### src/lic_defines.svh
// Register offsets, command codes, field masks and reset values of the parameter interpreter
`ifndef LIC_DEFINES_SVH
`define LIC_DEFINES_SVH

`define LIC_CMD_SYSSET 8'h40
`define LIC_CMD_MEMWRITE 8'h42
`define LIC_CMD_SCROLL 8'h44
`define LIC_CMD_HSHIFT 8'h5A
`define LIC_CMD_OVERLAY 8'h5B

`define LIC_REG_SYS_CONFIG 5'h00
`define LIC_REG_CHAR_WIDTH 5'h01
`define LIC_REG_CHAR_HEIGHT 5'h02
`define LIC_REG_ADDR_PER_LINE 5'h03
`define LIC_REG_TOTAL_PER_LINE 5'h04
`define LIC_REG_LINES_PER_FRAME 5'h05
`define LIC_REG_VWIDTH_LOW 5'h06
`define LIC_REG_VWIDTH_HIGH 5'h07
`define LIC_REG_BLK1_LOW 5'h0B
`define LIC_REG_BLK1_HIGH 5'h0C
`define LIC_REG_BLK1_LINES 5'h0D
`define LIC_REG_BLK2_LOW 5'h0E
`define LIC_REG_BLK2_HIGH 5'h0F
`define LIC_REG_BLK2_LINES 5'h10
`define LIC_REG_BLK3_LOW 5'h11
`define LIC_REG_BLK3_HIGH 5'h12
`define LIC_REG_BLK4_LOW 5'h13
`define LIC_REG_BLK4_HIGH 5'h14
`define LIC_REG_OVERLAY 5'h18
`define LIC_REG_PIXEL_SHIFT 5'h1B

`define LIC_SYSSET_PARAMS 4'h8
`define LIC_SCROLL_PARAMS 4'hA
`define LIC_IDX_MAX 4'hF

`define LIC_MASK_FULL 8'hFF
`define LIC_MASK_WIDTH 8'h8F
`define LIC_MASK_NIBBLE 8'h0F
`define LIC_MASK_HIGH 8'h7F
`define LIC_MASK_SHIFT 8'h07
`define LIC_MASK_OVERLAY 8'h0F

`define LIC_REG_RESET 8'h00
`define LIC_BUS_IDLE 12'h700
`define LIC_STAT_KNOWN 7

`endif

### src/lic_pkg.sv
// Types shared by the parameter interpreter modules
package lic_pkg;

   typedef struct packed {
      logic a0;
      logic rdN;
      logic wrN;
      logic csN;
      logic [7:0] data;
   } lic_bus_t;

   typedef struct packed {
      logic cmdWr;
      logic parWr;
      logic rdActive;
      logic [7:0] data;
   } lic_strobe_t;

   typedef enum logic [6:0] {
      ST_IDLE = 7'h01,
      ST_SYSSET = 7'h02,
      ST_SCROLL = 7'h04,
      ST_HSHIFT = 7'h08,
      ST_OVERLAY = 7'h10,
      ST_MEMWRITE = 7'h20,
      ST_OTHER = 7'h40
   } lic_state_t;

   typedef struct packed {
      logic charRomSelect;
      logic charHeightMode;
      logic twoPanelDrive;
      logic topLineComp;
      logic [3:0] charCellWidth;
      logic acDriveSelect;
      logic [3:0] charCellHeight;
      logic [7:0] lineAddressCount;
      logic [7:0] lineTotalCount;
      logic [7:0] frameLineCount;
      logic [14:0] virtualWidth;
      logic [14:0] block1Start;
      logic [7:0] block1Lines;
      logic [14:0] block2Start;
      logic [7:0] block2Lines;
      logic [14:0] block3Start;
      logic [14:0] block4Start;
      logic [2:0] pixelShift;
      logic [1:0] combineMethod;
      logic blockTextSelect;
   } lic_disp_t;

endpackage

### src/lic_pin_sync.sv
// Three-stage synchroniser for the host bus pins
`timescale 1ns/100ps
`include "lic_defines.svh"
module lic_pin_sync (
   input wire logic mclk,
   input wire logic rst,
   input wire lic_pkg::lic_bus_t pinsIn,
   output lic_pkg::lic_bus_t pinsStable
);
   logic [11:0] s1_reg, s1_next;
   logic [11:0] s2_reg, s2_next;
   logic [11:0] s3_reg, s3_next;
   logic [11:0] stable_reg, stable_next;

   // Stage one is read only by stage two
   always_comb begin
      s1_next = pinsIn;
      s2_next = s1_reg;
      s3_next = s2_reg;
      // A bit moves only once stages two and three agree
      stable_next = (s2_reg & s3_reg) | (stable_reg & (s2_reg | s3_reg));
   end

   always_ff @(posedge mclk) begin
      if (rst) begin
         s1_reg <= `LIC_BUS_IDLE;
         s2_reg <= `LIC_BUS_IDLE;
         s3_reg <= `LIC_BUS_IDLE;
         stable_reg <= `LIC_BUS_IDLE;
      end else begin
         s1_reg <= s1_next;
         s2_reg <= s2_next;
         s3_reg <= s3_next;
         stable_reg <= stable_next;
      end
   end

   assign pinsStable = lic_pkg::lic_bus_t'(stable_reg);
endmodule

### src/lic_bus_strobe.sv
// Generic host bus decoder: command and parameter write pulses, read detect
`timescale 1ns/100ps
`include "lic_defines.svh"
module lic_bus_strobe (
   input wire logic mclk,
   input wire logic rst,
   input wire lic_pkg::lic_bus_t busIn,
   output lic_pkg::lic_strobe_t strobe
);
   logic wrActive;
   logic wrEnd;
   logic wrPrev_reg, wrPrev_next;
   logic a0Cap_reg, a0Cap_next;
   logic [7:0] dataCap_reg, dataCap_next;
   logic [7:0] dataHold_reg, dataHold_next;
   logic cmdWr_reg, cmdWr_next;
   logic parWr_reg, parWr_next;

   assign wrActive = !busIn.csN && !busIn.wrN;
   assign wrEnd = wrPrev_reg && !wrActive;

   // Byte taken at the end of the strobe, when data is surely settled
   always_comb begin
      wrPrev_next = wrActive;
      a0Cap_next = wrActive ? busIn.a0 : a0Cap_reg;
      dataCap_next = wrActive ? busIn.data : dataCap_reg;
      dataHold_next = wrEnd ? dataCap_reg : dataHold_reg;
      cmdWr_next = wrEnd && a0Cap_reg;
      parWr_next = wrEnd && !a0Cap_reg;
   end

   always_ff @(posedge mclk) begin
      if (rst) begin
         wrPrev_reg <= 1'b0;
         a0Cap_reg <= 1'b0;
         dataCap_reg <= 8'h00;
         dataHold_reg <= 8'h00;
         cmdWr_reg <= 1'b0;
         parWr_reg <= 1'b0;
      end else begin
         wrPrev_reg <= wrPrev_next;
         a0Cap_reg <= a0Cap_next;
         dataCap_reg <= dataCap_next;
         dataHold_reg <= dataHold_next;
         cmdWr_reg <= cmdWr_next;
         parWr_reg <= parWr_next;
      end
   end

   assign strobe.cmdWr = cmdWr_reg;
   assign strobe.parWr = parWr_reg;
   assign strobe.rdActive = !busIn.csN && !busIn.rdN && busIn.a0;
   assign strobe.data = dataHold_reg;
endmodule

### src/lic_params_core.sv
// Command and parameter interpreter with its internal register file
// Functional notes
// - Setup parameter 1 goes to system configuration: ROM, height mode, panels, compensation.
// - Setup parameter 2: cell width minus one in bits 3-0, AC drive bit 7.
// - Setup parameter 3: cell height minus one in bits 3-0.
// - Setup parameter 4: display addresses per line minus one, full byte.
// - Setup parameter 5: total addresses per line with retrace minus one.
// - Setup parameter 6: display lines per frame minus one.
// - Setup parameters 7 and 8: virtual width, low byte then 7-bit high part.
// - Scroll parameters 1 and 2: block 1 start, low first, 7-bit high.
// - Scroll parameter 3: line count of block 1.
// - Scroll parameters 4-6: block 2 start low, high, then its line count.
// - Scroll parameters 7-10: block 3 then block 4 start, low first.
// - Pixel shift command: one parameter, bits 2-0 give dot offset.
// - Overlay parameter 1: combine method bits 1-0, block 1 text bit 2.
`timescale 1ns/100ps
`include "lic_defines.svh"
module lic_params_core (
   input wire logic mclk,
   input wire logic rst,
   input wire lic_pkg::lic_bus_t busPins,
   output logic [7:0] dataOut,
   output logic dataOutEn,
   output lic_pkg::lic_state_t cmdState,
   output lic_pkg::lic_disp_t dispCfg
);
   lic_pkg::lic_bus_t busStable;
   lic_pkg::lic_strobe_t strobe;
   lic_pkg::lic_state_t state_reg, state_next;
   logic [3:0] idx_reg, idx_next;
   logic [7:0] regs_reg [0:31];
   logic [7:0] regs_next [0:31];
   logic [7:0] dataOut_reg, dataOut_next;
   logic [5:0] target;
   logic [7:0] parData;

   lic_pin_sync uSync (
      .mclk(mclk),
      .rst(rst),
      .pinsIn(busPins),
      .pinsStable(busStable)
   );

   lic_bus_strobe uStrobe (
      .mclk(mclk),
      .rst(rst),
      .busIn(busStable),
      .strobe(strobe)
   );

   assign parData = strobe.data;

   // Hit bit above the register address; unknown slots give no hit
   function automatic logic [5:0] paramTarget(input lic_pkg::lic_state_t st,
                                              input logic [3:0] idx);
      logic [5:0] res;
      res = 6'h00;
      case (st)
         lic_pkg::ST_SYSSET: begin
            if (idx < `LIC_SYSSET_PARAMS) begin
               res = {1'b1, 5'(`LIC_REG_SYS_CONFIG + {1'b0, idx})};
            end
         end
         lic_pkg::ST_SCROLL: begin
            if (idx < `LIC_SCROLL_PARAMS) begin
               res = {1'b1, 5'(`LIC_REG_BLK1_LOW + {1'b0, idx})};
            end
         end
         lic_pkg::ST_HSHIFT: begin
            if (idx == 4'h0) begin
               res = {1'b1, `LIC_REG_PIXEL_SHIFT};
            end
         end
         lic_pkg::ST_OVERLAY: begin
            // Later overlay parameters are not kept
            if (idx == 4'h0) begin
               res = {1'b1, `LIC_REG_OVERLAY};
            end
         end
         default: begin
            res = 6'h00;
         end
      endcase
      return res;
   endfunction

   function automatic logic [7:0] regMask(input logic [4:0] addr);
      logic [7:0] m;
      m = `LIC_MASK_FULL;
      case (addr)
         `LIC_REG_CHAR_WIDTH: m = `LIC_MASK_WIDTH;
         `LIC_REG_CHAR_HEIGHT: m = `LIC_MASK_NIBBLE;
         `LIC_REG_VWIDTH_HIGH: m = `LIC_MASK_HIGH;
         `LIC_REG_BLK1_HIGH: m = `LIC_MASK_HIGH;
         `LIC_REG_BLK2_HIGH: m = `LIC_MASK_HIGH;
         `LIC_REG_BLK3_HIGH: m = `LIC_MASK_HIGH;
         `LIC_REG_BLK4_HIGH: m = `LIC_MASK_HIGH;
         `LIC_REG_PIXEL_SHIFT: m = `LIC_MASK_SHIFT;
         `LIC_REG_OVERLAY: m = `LIC_MASK_OVERLAY;
         default: m = `LIC_MASK_FULL;
      endcase
      return m;
   endfunction

   // Each command restarts the parameter count
   always_comb begin
      state_next = state_reg;
      idx_next = idx_reg;
      if (strobe.cmdWr) begin
         idx_next = 4'h0;
         case (strobe.data)
            `LIC_CMD_SYSSET: state_next = lic_pkg::ST_SYSSET;
            `LIC_CMD_SCROLL: state_next = lic_pkg::ST_SCROLL;
            `LIC_CMD_HSHIFT: state_next = lic_pkg::ST_HSHIFT;
            `LIC_CMD_OVERLAY: state_next = lic_pkg::ST_OVERLAY;
            `LIC_CMD_MEMWRITE: state_next = lic_pkg::ST_MEMWRITE;
            default: state_next = lic_pkg::ST_OTHER;
         endcase
      end else if (strobe.parWr && idx_reg != `LIC_IDX_MAX) begin
         // Saturates so a long data stream cannot wrap onto real slots
         idx_next = idx_reg + 4'h1;
      end
   end

   assign target = paramTarget(state_reg, idx_reg);

   always_comb begin
      regs_next = regs_reg;
      if (strobe.parWr && target[5]) begin
         regs_next[target[4:0]] = strobe.data & regMask(target[4:0]);
      end
   end

   // Status: known command in progress and parameter count
   always_comb begin
      dataOut_next = {4'h0, idx_reg};
      dataOut_next[`LIC_STAT_KNOWN] = (state_reg != lic_pkg::ST_IDLE) &&
                                      (state_reg != lic_pkg::ST_OTHER);
   end

   always_ff @(posedge mclk) begin
      if (rst) begin
         state_reg <= lic_pkg::ST_IDLE;
         idx_reg <= 4'h0;
         dataOut_reg <= 8'h00;
         for (int i = 0; i < 32; i++) begin
            regs_reg[i] <= `LIC_REG_RESET;
         end
      end else begin
         state_reg <= state_next;
         idx_reg <= idx_next;
         dataOut_reg <= dataOut_next;
         regs_reg <= regs_next;
      end
   end

   assign dataOut = dataOut_reg;
   assign dataOutEn = strobe.rdActive;
   assign cmdState = state_reg;

   assign dispCfg.charRomSelect = regs_reg[`LIC_REG_SYS_CONFIG][0];
   assign dispCfg.charHeightMode = regs_reg[`LIC_REG_SYS_CONFIG][2];
   assign dispCfg.twoPanelDrive = regs_reg[`LIC_REG_SYS_CONFIG][3];
   assign dispCfg.topLineComp = regs_reg[`LIC_REG_SYS_CONFIG][5];
   assign dispCfg.charCellWidth = regs_reg[`LIC_REG_CHAR_WIDTH][3:0];
   assign dispCfg.acDriveSelect = regs_reg[`LIC_REG_CHAR_WIDTH][7];
   assign dispCfg.charCellHeight = regs_reg[`LIC_REG_CHAR_HEIGHT][3:0];
   assign dispCfg.lineAddressCount = regs_reg[`LIC_REG_ADDR_PER_LINE];
   assign dispCfg.lineTotalCount = regs_reg[`LIC_REG_TOTAL_PER_LINE];
   assign dispCfg.frameLineCount = regs_reg[`LIC_REG_LINES_PER_FRAME];
   assign dispCfg.virtualWidth = {regs_reg[`LIC_REG_VWIDTH_HIGH][6:0],
                                  regs_reg[`LIC_REG_VWIDTH_LOW]};
   assign dispCfg.block1Start = {regs_reg[`LIC_REG_BLK1_HIGH][6:0],
                                 regs_reg[`LIC_REG_BLK1_LOW]};
   assign dispCfg.block1Lines = regs_reg[`LIC_REG_BLK1_LINES];
   assign dispCfg.block2Start = {regs_reg[`LIC_REG_BLK2_HIGH][6:0],
                                 regs_reg[`LIC_REG_BLK2_LOW]};
   assign dispCfg.block2Lines = regs_reg[`LIC_REG_BLK2_LINES];
   assign dispCfg.block3Start = {regs_reg[`LIC_REG_BLK3_HIGH][6:0],
                                 regs_reg[`LIC_REG_BLK3_LOW]};
   assign dispCfg.block4Start = {regs_reg[`LIC_REG_BLK4_HIGH][6:0],
                                 regs_reg[`LIC_REG_BLK4_LOW]};
   assign dispCfg.pixelShift = regs_reg[`LIC_REG_PIXEL_SHIFT][2:0];
   assign dispCfg.combineMethod = regs_reg[`LIC_REG_OVERLAY][1:0];
   assign dispCfg.blockTextSelect = regs_reg[`LIC_REG_OVERLAY][2];
endmodule

### config.mk
export PLATFORM = sky130hd
export DESIGN_NAME = lic_params_core
export DESIGN_NICKNAME = d
export VERILOG_FILES = /design/src/lic_pkg.sv /design/src/lic_pin_sync.sv /design/src/lic_bus_strobe.sv /design/src/lic_params_core.sv
export VERILOG_INCLUDE_DIRS = /design/src
export SDC_FILE = /design/constraint.sdc
export NUM_CORES = 1
export LEC_CHECK = 0
export BUFFER_PORTS_ARGS = -buffer_cell sky130_fd_sc_hd__buf_2
export CAP_MARGIN = 20
export CELL_PAD_IN_SITES_DETAIL_PLACEMENT = 1
export CELL_PAD_IN_SITES_GLOBAL_PLACEMENT = 2
export CORE_MARGIN = 2
export CORE_UTILIZATION = 30
export DETAILED_ROUTE_END_ITERATION = 16
export PLACE_DENSITY = 0.73
export SLEW_MARGIN = 40
export SYNTH_ARGS = -nofsm -noshare
export SYNTH_HDL_FRONTEND = slang
export SYNTH_SLANG_ARGS = --single-unit
### constraint.sdc
create_clock -name mclk -period 3.4 [get_ports mclk]
set_input_delay 0.17 -clock mclk [delete_from_list [all_inputs] [get_ports mclk]]
set_output_delay 0.17 -clock mclk [all_outputs]
set_load 0.01 [all_outputs]
Yosys cells after proc, flatten, opt, wreduce, memory -nomap -nowiden
Memories as Yosys holds them, arrays and structs flattened.
Index checks and enable logic that the tools add are counted.
{"block": "op_classes", "div_mod_pow": 0, "order_cmp": 4, "n_mux": 10, "n_reduce_logical": 17, "n_shift": 0, "eq_ne": 12, "add_sub_neg": 2, "n_mul": 0, "n_bitwise": 6}
{"op": "$bwmux W256", "count": 1}
{"op": "$demux W8 S5", "count": 1}
{"op": "$eq A8 B7 Y1 const B", "count": 5}
{"op": "$pmux W7 S5", "count": 1}
{"op": "$and A12 B12 Y12", "count": 2}
{"op": "$mux W6", "count": 4}
{"op": "$or A12 B12 Y12", "count": 2}
{"op": "$pmux W6 S4", "count": 1}
{"op": "$mux W8", "count": 2}
{"op": "$logic_and A1 B1 Y1", "count": 10}
{"op": "$and A8 B8 Y8", "count": 1}
{"op": "$lt A4 B4 Y1 const B", "count": 2}
{"op": "$eq A7 B2 Y1 const B", "count": 1}
{"op": "$eq A7 B3 Y1 const B", "count": 1}
{"op": "$eq A7 B4 Y1 const B", "count": 1}
{"op": "$eq A7 B5 Y1 const B", "count": 1}
{"op": "$ne A7 B1 Y1 const B", "count": 1}
{"op": "$ne A7 B7 Y1 const B", "count": 1}
{"op": "$ge A6 B6 Y1 const B", "count": 1}
{"op": "$lt A6 B1 Y1 const B", "count": 1}
{"op": "$not A5 Y6", "count": 1}
{"op": "$add A4 B4 Y5 const A", "count": 1}
{"op": "$logic_not A1 Y1", "count": 5}
{"op": "$add A4 B1 Y4 const B", "count": 1}
{"op": "other kinds (3)", "count": 3}
{"block": "totals", "input_bits": 14, "mem_bits_ro": 160, "ff_bits": 343, "out_inout_bits": 150, "memories": 1, "ramBits": 0, "word_cells": 98, "latch_bits": 0}
{"memory": "(no name shown)", "words": 32, "word_bits": 5, "read_ports": 1, "rd_ports_with_merged_regs": 0, "write_ports": 0, "line": "lic_params_core.sv:90", "rtl": "case (addr)"}

Logic depth before layout (Yosys ltp)
{"block": "depth", "word_depth": 9, "depth_mapped": 14}

Modules after synthesis
From an unflattened synthesis, not the netlist that was laid out.
{"block": "hier_totals", "hier_cells": 971, "hier_area_um2": 8797.2}
{"module": "lic_params_core", "instances": 1, "cells_per_inst": 760, "area_each_um2": 6495.0}
{"module": "lic_pin_sync", "instances": 1, "cells_per_inst": 125, "area_each_um2": 1400.1}
{"module": "lic_bus_strobe", "instances": 1, "cells_per_inst": 86, "area_each_um2": 902.1}

Worst setup path before layout
OpenSTA, ideal clock, no wires.
{"block": "synth_path", "path_type": "register to register", "from": "reg idx_reg[1]", "to": "reg regs_reg, in the netlist dispCfg[113]", "setup_slack_ps": 217, "stages_incl_launch_ff": 14, "t_arrival_ps": 3055, "setup_time_ps": 128, "required_time_ps": 3272, "n_path_buf": 1, "path_cell_list": "dfxtp_1 > clkbuf_1 > inv_1 > ha_1 > or4b_1 > nor4b_1 > nor2_1 > nor2_1 > ha_1 > nand2_1 > a211oi_4 > nand3_2 > mux2i_1 > nor2_1"}
{"block": "synth_via", "elab_chain_cells": 9, "word_cells_on_any_way": 17, "classes_between": "1 x add/sub; 4 x order compare; 8 x mux; 1 x bitwise; 3 x reduce/logical"}
{"item": "from (decl)", "line": "lic_params_core.sv:30", "rtl": "logic [3:0] idx_reg, idx_next;"}
{"item": "from (signal assigned)", "line": "lic_params_core.sv:151", "rtl": "idx_reg <= idx_next;"}
{"item": "$add A4 B4 Y5 (no line), or another cell as far along"}
{"item": "$mux W6, on equally long branches"}
{"item": "$pmux W6 S4 (*)", "line": "lic_params_core.sv:58", "rtl": "case (st)"}
{"item": "$not A5 Y6 (not written as such)", "line": "lic_params_core.sv:130", "rtl": "regs_next[target[4:0]] = strobe.data & regMask(target[4:0]);"}
{"item": "$ge A6 B6 Y1 (not written as such) or $lt A6 B1 Y1 (tied branches)", "line": "lic_params_core.sv:130"}
{"item": "$logic_and A1 B1 Y1 (not written as such)", "line": "lic_params_core.sv:130"}
{"item": "$mux W8 (not written as such)", "line": "lic_params_core.sv:130"}
{"item": "$demux W8 S5", "line": "lic_params_core.sv:130"}
{"item": "$bwmux W256", "line": "lic_params_core.sv:130"}
{"item": "to (signal, indexed assignment)", "line": "lic_params_core.sv:147", "rtl": "regs_reg[i] <= `LIC_REG_RESET;"}
{"item": "to (signal assigned)", "line": "lic_params_core.sv:153", "rtl": "regs_reg <= regs_next;"}
{"item": "to (decl)", "line": "lic_params_core.sv:31", "rtl": "logic [7:0] regs_reg [0:31];"}
Every way passes the cells marked *; elsewhere a longest branch is shown, timed or not.
A chain may end at the register's enable or synchronous reset.

Worst setup path after layout
{"block": "layout_path", "from": "reg idx_reg[0]", "to": "reg regs_reg, in the netlist dispCfg[67]"}
The elaborated chain is that of the path after synthesis.

==> run summary <==
In the post-synthesis netlist, the biggest area contributors are sky130_fd_sc_hd__dfxtp_1 (53%), sky130_fd_sc_hd__mux2i_1 (8.8%), sky130_fd_sc_hd__nor2_1 (4.5%). At the pin with the least slew margin, the transition time is 0.813 ns. The peak fanout along the critical path was 9; the average wire per cell in the routed design was 18.1 um. The via count of the first global-routing pass came out at 6,927. Derived from the worst setup path, the maximum achievable clock frequency is 0.319 GHz. In this run the mean area of a mapped cell was 9.46 um2. In the final layout, the multi-input gates occupy 3580 um2. Clock tree synthesis found a total of 218 sinks. Setup repair after global routing left no endpoint under its margin. Antenna diode instance count: 0. The post-synthesis to final-layout area growth came out at 28.6%.

For the cell area after synthesis, the log shows 8180 um2. Counting tap cells, the placed design contains a total of 1,356 instances. For the worst vdd rail ir drop, the log shows 307 uV. The number of vias per cell is 4.81, and the required time of the critical path is 3.80 ns. The run gives 26,900 um2 as the core footprint.

The library cell occupying the most area in the post-synthesis netlist is sky130_fd_sc_hd__dfxtp_1. Entering global routing, the biggest net connects 93 pins. The fraction of the cycle the final worst path needs is 0.922. The chip width came out at 169 um. The number of flops mapped to enable cells by yosys is 0, and the initial antenna violation count is 0.

The count of unresolved DRC violations after routing is 0. The run gives 0.533 as the sequential fraction of the synthesis area. Final wirelength: 25,500 um.

The run finished with clean final reports. The tools report the clock root buffer master as sky130_fd_sc_hd__clkbuf_16. The tools report the number of nets in the layout as 1,077. Among all flip-flop cells after synthesis, the most frequent one is sky130_fd_sc_hd__dfxtp_1. The congestion estimate from routability-driven global placement came to 0.829. The final design area excluding fillers was 10,500 um2; the shortest clock period the worst path allows after layout was 3.13 ns. After clock tree synthesis, the clock-pin slew on the worst setup and hold paths is 0.06 ns. First-pass GRT wire length: 39,600 um. The power density over the cells was 515 nW/um2.

The number of detailed-routing iterations run before antenna repair came out at 4. Synthesis handed over a netlist of 865 instances. TritonCTS built the clock tree. The proportion of register bits with asynchronous set or reset after synthesis was 0; the number of buffers added on ports was 160. The post-synthesis sequential element count was 218; the static power due to leakage was 4.61 nW. The count of cells in the finished layout, fillers not included, comes to 1,412. For the placement-stage cell area, the log shows 9530 um2. The run gives 61 as the post-synthesis cell type count.

The final worst clock skew is 0.0145 ns, and the number of antenna-violating nets in the routed design is 0. Final hold analysis gives a worst-case slack of 0.0937 ns. The final-report hold violation count was 0. Across all layers, the routed design uses 6,793 vias. The first routing iteration left 290 violations. The number of max-cap violations was 0; the die area was 28,600 um2. The critical path in this run is classified as reg -> reg. Critical path capture point type: a flip-flop. Registers take 4370 um2. The total overflow left after global routing is 0.

The logs give 0.176 for the combined global-route utilization of all metal layers and 60 for the cell row count. The share of final-layout standard cells stronger than drive strength 1 came out at 0.264. In this run the vertical extent of the chip is 169 um. The worst setup path is launched from a flip-flop. For the max-slew violation total from the final report, the log shows 0. Number of filler cells placed in the layout: 3,129. The top cell type's share of synthesized area is 0.533, and the number of flip-flops under the largest register name is 134. The number of levels in the clock H-tree was 1. After routing, the total negative slack on setup checks comes to 0 ns. In this run, CTS created clock tree buffers numbering 26. Arrival time of the worst setup path: 3.53 ns. 164 I/O pins were placed.

The insertion delay to the later sink of the worst-skew pair was 0.54 ns; the initial cell density of the core was 0.304. For the headroom to the max-slew limit, the log shows 0.458. In this run the worst hold path is classified as in -> reg. The setup violation total in the final timing report was 0. The setup slack after placement is 0.0830 ns, and the total of warnings raised by yosys is 0.

The logs give 0.267 ns for the setup slack of the critical path after layout and 3 for the number of buffers on the longest clock path. The sum of net half-perimeters after detailed placement is 17,500 um.
==> cell families (layout without fill, tap and decap cells) <==
kind of cell             Yosys count  after routing  synth area share
AND/OR/NAND/NOR                  359            359             0.229
buffers and inverters             62            266            0.0312
other                              1              3          0.000458
multiplexers                      72             72            0.0881
adder cells (fa/ha/maj)            8              8            0.0122
AO/OA/AOI/OAI                    140            140            0.0999
flip-flops                       218            218             0.533
XOR/XNOR                           5              5           0.00535
==> worst max-delay path: stages (launching register included) <==
cell	delay, ns
sky130_fd_sc_hd__dfxtp_1	0.34
sky130_fd_sc_hd__inv_1	0.08
sky130_fd_sc_hd__ha_1	0.16
sky130_fd_sc_hd__or4b_1	0.51
sky130_fd_sc_hd__nor4b_2	0.29
sky130_fd_sc_hd__a311oi_1	0.10
sky130_fd_sc_hd__nor2_1	0.22
sky130_fd_sc_hd__ha_1	0.25
sky130_fd_sc_hd__nand2_1	0.16
sky130_fd_sc_hd__a211oi_4	0.34
sky130_fd_sc_hd__nand2_2	0.26
sky130_fd_sc_hd__mux2i_1	0.22
sky130_fd_sc_hd__nor2_1	0.06
==> final timing paths <==
path	start	end	slack [ns]	cells past startpoint
max	idx_reg[0]	dispCfg[67]	0.27	12
min reg2reg	uSync.s1_reg[10]	uSync.s2_reg[10]	0.40	1
min	rst	dispCfg[127]	0.09	2
max reg2reg	idx_reg[0]	dispCfg[67]	0.27	12
==> stage by stage <==
stage,util,power (W)
after floorplan,-,0.00269
after global placement,0.354,0.00271
after detailed placement,0.355,0.00271
after CTS,0.391,0.00550
after global routing,0.392,0.00563
final,0.392,0.00542
==> layout make-up <==
class / instances / share of cell area
Clock buffer: 38 / 0.0718
Clock inverter: 6 / 0.00999
Inverter: 7 / 0.00250
Multi-Input combinational cell: 587 / 0.340
Sequential cell: 218 / 0.415
Tap cell: 341 / 0.0405
Timing Repair Buffer: 215 / 0.120
==> synthesized netlist by cell type, drive strengths merged, types with 7 or more instances <==
library cell,instances
dfxtp,218
nor2,100
nand2,99
a21oi,72
mux2i,72
clkbuf,44
nand3,38
o21ai,38
nor2b,33
nand3b,30
nor3,14
or2,12
buf,11
ha,8
a211oi,7
nor3b,7
==> routing by layer <==
metal | GRT usage | wire length, um
met2 | 0.286 | 11800
met5 | 0 | 0
met4 | 0.0416 | 463
met1 | 0.231 | 11500
met3 | 0.0504 | 1730
==> power breakdown <==
| group | internal, W | total (W) | switching (W) |
|---|---|---|---|
| Clock | 0.00169 | 0.00276 | 0.00108 |
| Sequential | 0.00257 | 0.00258 | 0.00000671 |
| Combinational | 0.0000338 | 0.0000821 | 0.0000483 |
| Total | 0.00429 | 0.00542 | 0.00113 |
==> timing repair <==
item,in CTS,in global routing
setup endpoints to repair,0,41
buffers inserted,0,0
hold endpoints to repair,12,0
gates resized for setup,0,3
hold buffers,12,0
==> layout by cell type (no fill, tap or decap), types with 6 or more instances in the layout <==
master	instances
sky130_fd_sc_hd__a21oi_1	70
sky130_fd_sc_hd__buf_2	159
sky130_fd_sc_hd__buf_4	42
sky130_fd_sc_hd__clkbuf_1	6
sky130_fd_sc_hd__clkbuf_16	26
sky130_fd_sc_hd__clkbuf_8	6
sky130_fd_sc_hd__dfxtp_1	217
sky130_fd_sc_hd__dlygate4sd3_1	12
sky130_fd_sc_hd__ha_1	8
sky130_fd_sc_hd__inv_1	6
sky130_fd_sc_hd__mux2i_1	72
sky130_fd_sc_hd__nand2_1	96
sky130_fd_sc_hd__nand3_1	34
sky130_fd_sc_hd__nand3b_1	30
sky130_fd_sc_hd__nor2_1	97
sky130_fd_sc_hd__nor2b_1	33
sky130_fd_sc_hd__nor3_1	12
sky130_fd_sc_hd__o21ai_0	37
sky130_fd_sc_hd__or2_2	12
Note: power is estimated with default switching activity, not from simulation.
